`config.mk`:
```
export PLATFORM = sky130hd
export DESIGN_NAME = ilo_decode
export DESIGN_NICKNAME = d
export VERILOG_FILES = /design/src/shared/ilo_pkg.sv /design/src/rtl/ilo_adder.sv /design/src/rtl/ilo_decode.sv
export SDC_FILE = /design/constraint.sdc
export NUM_CORES = 1
export LEC_CHECK = 0
export BUFFER_PORTS_ARGS = -buffer_cell sky130_fd_sc_hd__buf_2
export CELL_PAD_IN_SITES_DETAIL_PLACEMENT = 0
export CELL_PAD_IN_SITES_GLOBAL_PLACEMENT = 1
export CORE_ASPECT_RATIO = 1.2
export CORE_MARGIN = 2
export CORE_UTILIZATION = 39
export DETAILED_ROUTE_END_ITERATION = 10
export GPL_ROUTABILITY_DRIVEN = 1
export HOLD_SLACK_MARGIN = 0.06
export PLACE_DENSITY_LB_ADDON = 0.08
export SYNTH_ARGS = -nofsm -noshare
export SYNTH_HDL_FRONTEND = slang
export SYNTH_HIERARCHICAL = 1
export SYNTH_SLANG_ARGS = --single-unit
```
`constraint.sdc`:
```
create_clock -name core_clk -period 3.5 [get_ports core_clk]
set_clock_uncertainty 0.1 [all_clocks]
set_input_delay 0.7 -clock core_clk [delete_from_list [all_inputs] [get_ports core_clk]]
set_output_delay 0.7 -clock core_clk [all_outputs]
set_load 0.01 [all_outputs]
```
`src/shared/ilo_pkg.sv`:
```
// Constants shared by the indexed literal offset operand decoder.
package ilo_pkg;
    // Data space and operand field widths.
    localparam int ADDR_W = 12;
    localparam int BANK_W = 4;
    localparam int DATA_W = 8;
    localparam int INSTR_W = 16;

    // Operand fields inside the instruction word.
    localparam int F_LSB = 0;
    localparam int ACC_BIT = 8;
    localparam int DEST_BIT = 9;
    localparam int BIT_LSB = 9;

    // Largest file operand that is redirected through the frame pointer.
    localparam logic [7:0] IDX_LIMIT = 8'h5F;
    // Access bank halves: low part sits in bank 0, high part in top bank.
    localparam logic [BANK_W-1:0] ACC_LO_BANK = 4'h0;
    localparam logic [BANK_W-1:0] ACC_HI_BANK = 4'hF;

    // Opcode matching: top bits that pick each representative form.
    localparam logic [5:0] OP_ADD = 6'h09;  // 0010 01xx
    localparam logic [3:0] OP_BSET = 4'h8;  // 1000 xxxx
    localparam logic [6:0] OP_FILL = 7'h34; // 0110 100x
    localparam logic [7:0] FILL_VAL = 8'hFF;

    // Reset values.
    localparam logic [7:0] W_RESET = 8'h00;
    localparam logic [ADDR_W-1:0] ADDR_RESET = 12'h000;

    // Forms the executor knows.
    typedef enum logic [2:0] {
        ILO_K_ADD  = 3'b001,
        ILO_K_BSET = 3'b010,
        ILO_K_FILL = 3'b100
    } ilo_kind_e;
endpackage : ilo_pkg

```
`src/rtl/ilo_adder.sv`:
```
// Byte adder with the status flags of the add form.
`timescale 1ns/1ps
`default_nettype none
module ilo_adder #(
    parameter int W = 8
) (
    input  wire logic [W-1:0] a,
    input  wire logic [W-1:0] b,
    output logic      [W-1:0] sum,
    output logic              neg,
    output logic              ovf,
    output logic              cry,
    output logic              dcy,
    output logic              zro
);
    logic [W:0] full;
    logic [4:0] low;

    // Digit carry comes from a separate nibble sum so no bit is lost.
    always_comb begin
        full = {1'b0, a} + {1'b0, b};
        low  = {1'b0, a[3:0]} + {1'b0, b[3:0]};
        sum  = full[W-1:0];
        cry  = full[W];
        dcy  = low[4];
        neg  = full[W-1];
        zro  = (full[W-1:0] == '0);
        // Signed overflow: like signs in, other sign out.
        ovf  = (a[W-1] == b[W-1]) && (full[W-1] != a[W-1]);
    end
endmodule : ilo_adder
`default_nettype wire

```
`src/rtl/ilo_decode.sv`:
```
// Operand address decode and representative indexed execution.
`timescale 1ns/1ps
`default_nettype none
module ilo_decode #(
    parameter int AW = ilo_pkg::ADDR_W
) (
    input  wire logic                    core_clk,
    input  wire logic                    reset_n,
    input  wire logic                    extended_set_enable,
    input  wire logic [AW-1:0]           stack_frame_pointer,
    input  wire logic [ilo_pkg::BANK_W-1:0] bank_select_register,
    input  wire logic                    instr_valid,
    input  wire logic [15:0]             instr_word,
    output logic                         instr_ready,
    output logic                         ext_opcodes_enabled,
    output logic [AW-1:0]                mem_addr,
    output logic                         mem_rd_en,
    input  wire logic [7:0]              mem_rdata,
    output logic                         mem_wr_en,
    output logic [7:0]                   mem_wdata,
    output logic                         addr_indexed,
    output logic [7:0]                   working_reg,
    output logic                         negative_flag,
    output logic                         overflow_flag,
    output logic                         carry_flag,
    output logic                         digit_carry_flag,
    output logic                         zero_flag
);
    typedef enum logic [2:0] {
        ILO_IDLE  = 3'b001,
        ILO_READ  = 3'b010,
        ILO_WRITE = 3'b100
    } ilo_state_e;

    ////////////////////////////////////////////////////////////////////////
    // Decode helpers.

    // Effective data address of a file operand under the current mode.
    function automatic logic [AW-1:0] eff_addr(
        input logic       ext,
        input logic       acc_sel,
        input logic [7:0] f,
        input logic [AW-1:0] fp,
        input logic [ilo_pkg::BANK_W-1:0] bank
    );
        logic [AW-1:0] r;
        if (acc_sel) begin
            r = AW'({bank, f});
        end else if (ext && f <= ilo_pkg::IDX_LIMIT) begin
            r = fp + AW'(f);
        end else if (f <= ilo_pkg::IDX_LIMIT) begin
            r = AW'({ilo_pkg::ACC_LO_BANK, f});
        end else begin
            r = AW'({ilo_pkg::ACC_HI_BANK, f});
        end
        return r;
    endfunction : eff_addr

    // True when the operand goes through the frame pointer.
    function automatic logic is_idx(
        input logic       ext,
        input logic       acc_sel,
        input logic [7:0] f
    );
        return ext && !acc_sel && (f <= ilo_pkg::IDX_LIMIT);
    endfunction : is_idx

    ////////////////////////////////////////////////////////////////////////
    // Mode bit.

    logic ext_q;
    logic next_ext_q;

    // The config bit is sampled every clock outside reset and cleared to 0
    // under reset, so indexing and the new opcodes always share one source.
    always_comb begin
        next_ext_q = extended_set_enable;
    end

    always_ff @(posedge core_clk) begin
        if (!reset_n) begin
            ext_q <= 1'b0;
        end else begin
            ext_q <= next_ext_q;
        end
    end

    assign ext_opcodes_enabled = ext_q;

    ////////////////////////////////////////////////////////////////////////
    // Sequencer and datapath.

    ilo_state_e state;
    ilo_state_e next_state;
    ilo_pkg::ilo_kind_e kind;
    ilo_pkg::ilo_kind_e next_kind;
    logic [15:0] op;
    logic [15:0] next_op;
    logic [AW-1:0] next_mem_addr;
    logic next_mem_rd_en;
    logic next_mem_wr_en;
    logic [7:0] next_mem_wdata;
    logic next_addr_indexed;
    logic [7:0] next_working_reg;
    logic [4:0] flags;
    logic [4:0] next_flags;
    logic [7:0] add_sum;
    logic [4:0] add_flags;
    logic known;
    ilo_pkg::ilo_kind_e dec_kind;

    ilo_adder #(
        .W   (8)
    ) u_add (
        .a   (working_reg),
        .b   (mem_rdata),
        .sum (add_sum),
        .neg (add_flags[4]),
        .ovf (add_flags[3]),
        .cry (add_flags[2]),
        .dcy (add_flags[1]),
        .zro (add_flags[0])
    );

    assign instr_ready = (state == ILO_IDLE);

    // Classify the incoming word; unknown forms are simply not taken.
    always_comb begin
        known = 1'b1;
        dec_kind = ilo_pkg::ILO_K_ADD;
        if (instr_word[15:10] == ilo_pkg::OP_ADD) begin
            dec_kind = ilo_pkg::ILO_K_ADD;
        end else if (instr_word[15:12] == ilo_pkg::OP_BSET) begin
            dec_kind = ilo_pkg::ILO_K_BSET;
        end else if (instr_word[15:9] == ilo_pkg::OP_FILL) begin
            dec_kind = ilo_pkg::ILO_K_FILL;
        end else begin
            known = 1'b0;
        end
    end

    // Address is registered on acceptance whatever the mode, so literal
    // and indexed operands reach memory on the same cycle.
    always_comb begin
        next_state = state;
        next_kind = kind;
        next_op = op;
        next_mem_addr = mem_addr;
        next_mem_rd_en = 1'b0;
        next_mem_wr_en = 1'b0;
        next_mem_wdata = mem_wdata;
        next_addr_indexed = addr_indexed;
        next_working_reg = working_reg;
        next_flags = flags;
        unique case (state)
            ILO_IDLE: begin
                if (instr_valid && known) begin
                    next_kind = dec_kind;
                    next_op = instr_word;
                    next_mem_addr = eff_addr(ext_q,
                        instr_word[ilo_pkg::ACC_BIT], instr_word[7:0],
                        stack_frame_pointer, bank_select_register);
                    next_addr_indexed = is_idx(ext_q,
                        instr_word[ilo_pkg::ACC_BIT], instr_word[7:0]);
                    next_mem_rd_en = 1'b1;
                    next_state = ILO_READ;
                end
            end
            ILO_READ: begin
                next_state = ILO_WRITE;
                unique case (kind)
                    ilo_pkg::ILO_K_ADD: begin
                        next_flags = add_flags;
                        if (op[ilo_pkg::DEST_BIT]) begin
                            next_mem_wr_en = 1'b1;
                            next_mem_wdata = add_sum;
                        end else begin
                            next_working_reg = add_sum;
                        end
                    end
                    ilo_pkg::ILO_K_BSET: begin
                        next_mem_wr_en = 1'b1;
                        next_mem_wdata = mem_rdata
                            | (8'h01 << op[ilo_pkg::BIT_LSB +: 3]);
                    end
                    ilo_pkg::ILO_K_FILL: begin
                        next_mem_wr_en = 1'b1;
                        next_mem_wdata = ilo_pkg::FILL_VAL;
                    end
                endcase
            end
            ILO_WRITE: begin
                next_state = ILO_IDLE;
            end
            default: begin
                next_state = ILO_IDLE;
            end
        endcase
    end

    always_ff @(posedge core_clk) begin
        if (!reset_n) begin
            state <= ILO_IDLE;
            kind <= ilo_pkg::ILO_K_ADD;
            op <= 16'h0000;
            mem_addr <= ilo_pkg::ADDR_RESET;
            mem_rd_en <= 1'b0;
            mem_wr_en <= 1'b0;
            mem_wdata <= 8'h00;
            addr_indexed <= 1'b0;
            working_reg <= ilo_pkg::W_RESET;
            flags <= 5'h00;
        end else begin
            state <= next_state;
            kind <= next_kind;
            op <= next_op;
            mem_addr <= next_mem_addr;
            mem_rd_en <= next_mem_rd_en;
            mem_wr_en <= next_mem_wr_en;
            mem_wdata <= next_mem_wdata;
            addr_indexed <= next_addr_indexed;
            working_reg <= next_working_reg;
            flags <= next_flags;
        end
    end

    assign negative_flag = flags[4];
    assign overflow_flag = flags[3];
    assign carry_flag = flags[2];
    assign digit_carry_flag = flags[1];
    assign zero_flag = flags[0];
endmodule : ilo_decode
`default_nettype wire

```
==> impl_metrics.yaml <==
final_layout:
  largest_reg_flops: 12
  regArea_um2: 921
  diodes: 0
  postLayoutCoreUtil: 0.478
  final_cell_mix: "buf_2 (81), dfxtp_1 (46), nor2_1 (34)"
  area_delta_synth_final_pct: 19.6
  fin_nets: 463
  drive_gt1_frac: 0.286
  fillers: 735
  layout_commonest_cell: "buf_2"
  final_cell_area_um2: 3430
  multi_input_area_um2: 1820
drt:
  wl_met2_um: 3700
  ant_nets: 0
  dr_total_vias: 2598
  drt-vias-per-instance: 5.28
  routed_wl_um: 7070
  dr.pass1.iters: 5
  routed.top_layer: "met4"
  wl_met1_um: 2990
  route.detailed.drc: 0
  met3_length_um: 289
  wl_per_cell_um: 14.4
  first_iter_violations: 69
worst_setup_path:
  rr_worst_depth: 10
  reg2reg_slack_ns: 0.88
  crit_fanout: 3
  r2r-end: "flags[0]"
  critPathLaunchType: "input pin"
  r2r-start: "working_reg[0]"
  worst_ep_arrival_time_ns: 2.91
  crit_required_ns: 3.65
  endpoint_kind: "flop"
  worstSetupPathType: "input pin to flop"
die:
  die_y_um: 98.0
  fp-row-count: 34
  core_area_um2: 7190
  initial_core_util: 0.399
  dieArea_um2: 8060
  num_io_pins: 82
  die_w_um: 82.3
sta:
  final_max_slew_viol_count: 0
  tns_ns: 0
  fmax_mhz: 362
  rsz0062_at_grt: "no"
  fin_hold_ws_ns: 0.393
  finalHoldViolations: 0
  fin_ws_ns: 0.740
  max_slew_margin: 0.454
  tightestPinTransition_ns: 0.819
  setup-violations-final: 0
  min_period_ns: 2.76
  timing.final.crit_share: 0.789
synthesis:
  synth_edf_count: 0
  async_flop_share: 0
  ys_seq_area_frac: 0.321
  synthCells: 322
  yosys_register_bits: 46
  syn_nets: 384
  yosysWarnings: 6
  syn_avg_cell_area_um2: 8.91
  synth_cell_types: 61
  syn-cell-area_um2: 2870
  synth_flop_cell: "dfxtp_1"
clocking:
  cts_setup_buffers: 0
  clockRootBuffer: "clkbuf_8"
  h-tree-depth: 2
  cts_resized: 0
  cts_tree: "yes"
  clk_path_buf_depth: 2
  path_clk_slew_ns: 0.10
  clock_sinks: 46
  clock_latency_ns: 0.31
  cts_hold_buf: 0
  cts_buffers: 5
outcome:
  status: "complete, no violations"
placed_design:
  port-buffer-count: 81
  dp_hpwl_um: 5590
  gp_congestion: 0.739
  place_ws_ns: 0.424
  dpl_cell_area_um2: 3340
global_routing:
  grt_start_max_net_pins: 26
  grt_pass1_wl_um: 11600
  grt_pass1_vias: 2482
  track_usage: 0.185
  gr-total-overflow: 0
  antenna_found_initial: 0
hold_path:
  holdPathEnd: "mem_addr[2]"
  hold_depth: 2
  hp-class: "flop to flop"
  hold_start: "mem_addr[2]"
flow_run:
  maxCapViolations: 0
power_and_ir_drop:
  cellLeakagePower_nw: 1.54
  p_per_area_nw_per_um2: 309
  ir_worst_vdd_mv: 0.124
==> final cells by class <==
cell class,count,share of cell area
clock buffer,5,0.0200
clock inverter,3,0.00729
inverter,17,0.0186
tap,90,0.0328
multi-input combinational,248,0.531
sequential,46,0.268
timing repair buffer,83,0.122
==> power by group <==
group	internal (W)	total, W	switching (W)	leakage, nW
sequential	0.000529	0.000534	0.00000527	0.371
clock	0.000145	0.000353	0.000209	0.0447
combinational	0.0000783	0.000175	0.0000967	1.12
total	0.000752	0.00106	0.000311	1.54
==> logic make-up (layout without fill, tap and decap cells) <==
kind of cell	Yosys count	after routing	synth area share
xor gates and xnor gates	10	10	0.0305
muxes	24	24	0.0850
and+or+nand+nor	97	97	0.191
AOI/OAI and AO/OA	99	99	0.245
DFF	46	46	0.321
adders and majority gates	18	18	0.0837
buffers and inverters	28	108	0.0445
==> metal layers <==
layer / vias to the layer above / track usage
met5: - / 0
met4: 0 / 0.0500
met3: 7 / 0.0323
met2: 56 / 0.332
met1: 1187 / 0.220
li1: 1348 / -
==> cells in the mapped netlist (4+ instances only) <==
library cell / number / area (µm²)
dfxtp_1: 46 / 921
a31oi_1: 10 / 62.6
mux2i_1: 21 / 210
o21ai_1: 5 / 25.0
nor2b_1: 5 / 31.3
clkbuf_1: 7 / 26.3
ha_1: 16 / 200
o221a_2: 8 / 90.1
nand2b_1: 5 / 31.3
nor2_1: 34 / 128
o21ai_0: 12 / 60.1
nand2_1: 16 / 60.1
xnor2_1: 6 / 52.6
a21oi_1: 24 / 120
inv_1: 17 / 63.8
o211ai_1: 6 / 45.0
and2_1: 6 / 37.5
o22ai_1: 4 / 25.0
o21a_1: 7 / 52.6
xor2_1: 4 / 35.0
nor3_1: 8 / 40.0
==> stage by stage <==
| step | power (W) | instances |
|---|---|---|
| 2_1_floorplan | 0.000661 | 322 |
| 3_3_place_gp | 0.000723 | 484 |
| 3_5_place_dp | 0.000724 | 484 |
| 4_1_cts | 0.00107 | 492 |
| 5_1_grt | 0.00112 | 492 |
| 6_report | 0.00106 | 492 |
==> worst max-delay path by stage <==
stage / start / end
floorplan: mem_rdata[5] / mem_wdata[7]
global placement: mem_rdata[0] / flags[0]
detailed placement: mem_rdata[0] / flags[0]
CTS: mem_rdata[0] / flags[0]
global route: mem_rdata[0] / flags[0]
finish: mem_rdata[0] / flags[0]
==> critical path, cell delays in order <==
cell	delay (ns)
buf_2	0.11
ha_1	0.20
inv_1	0.07
fa_1	0.20
nor2b_1	0.07
o21a_1	0.18
or3_1	0.33
a2111oi_0	0.57
nor4b_2	0.29
mux2i_1	0.10
nor2_1	0.10
No activity file was read; power rests on OpenSTA's default activity.
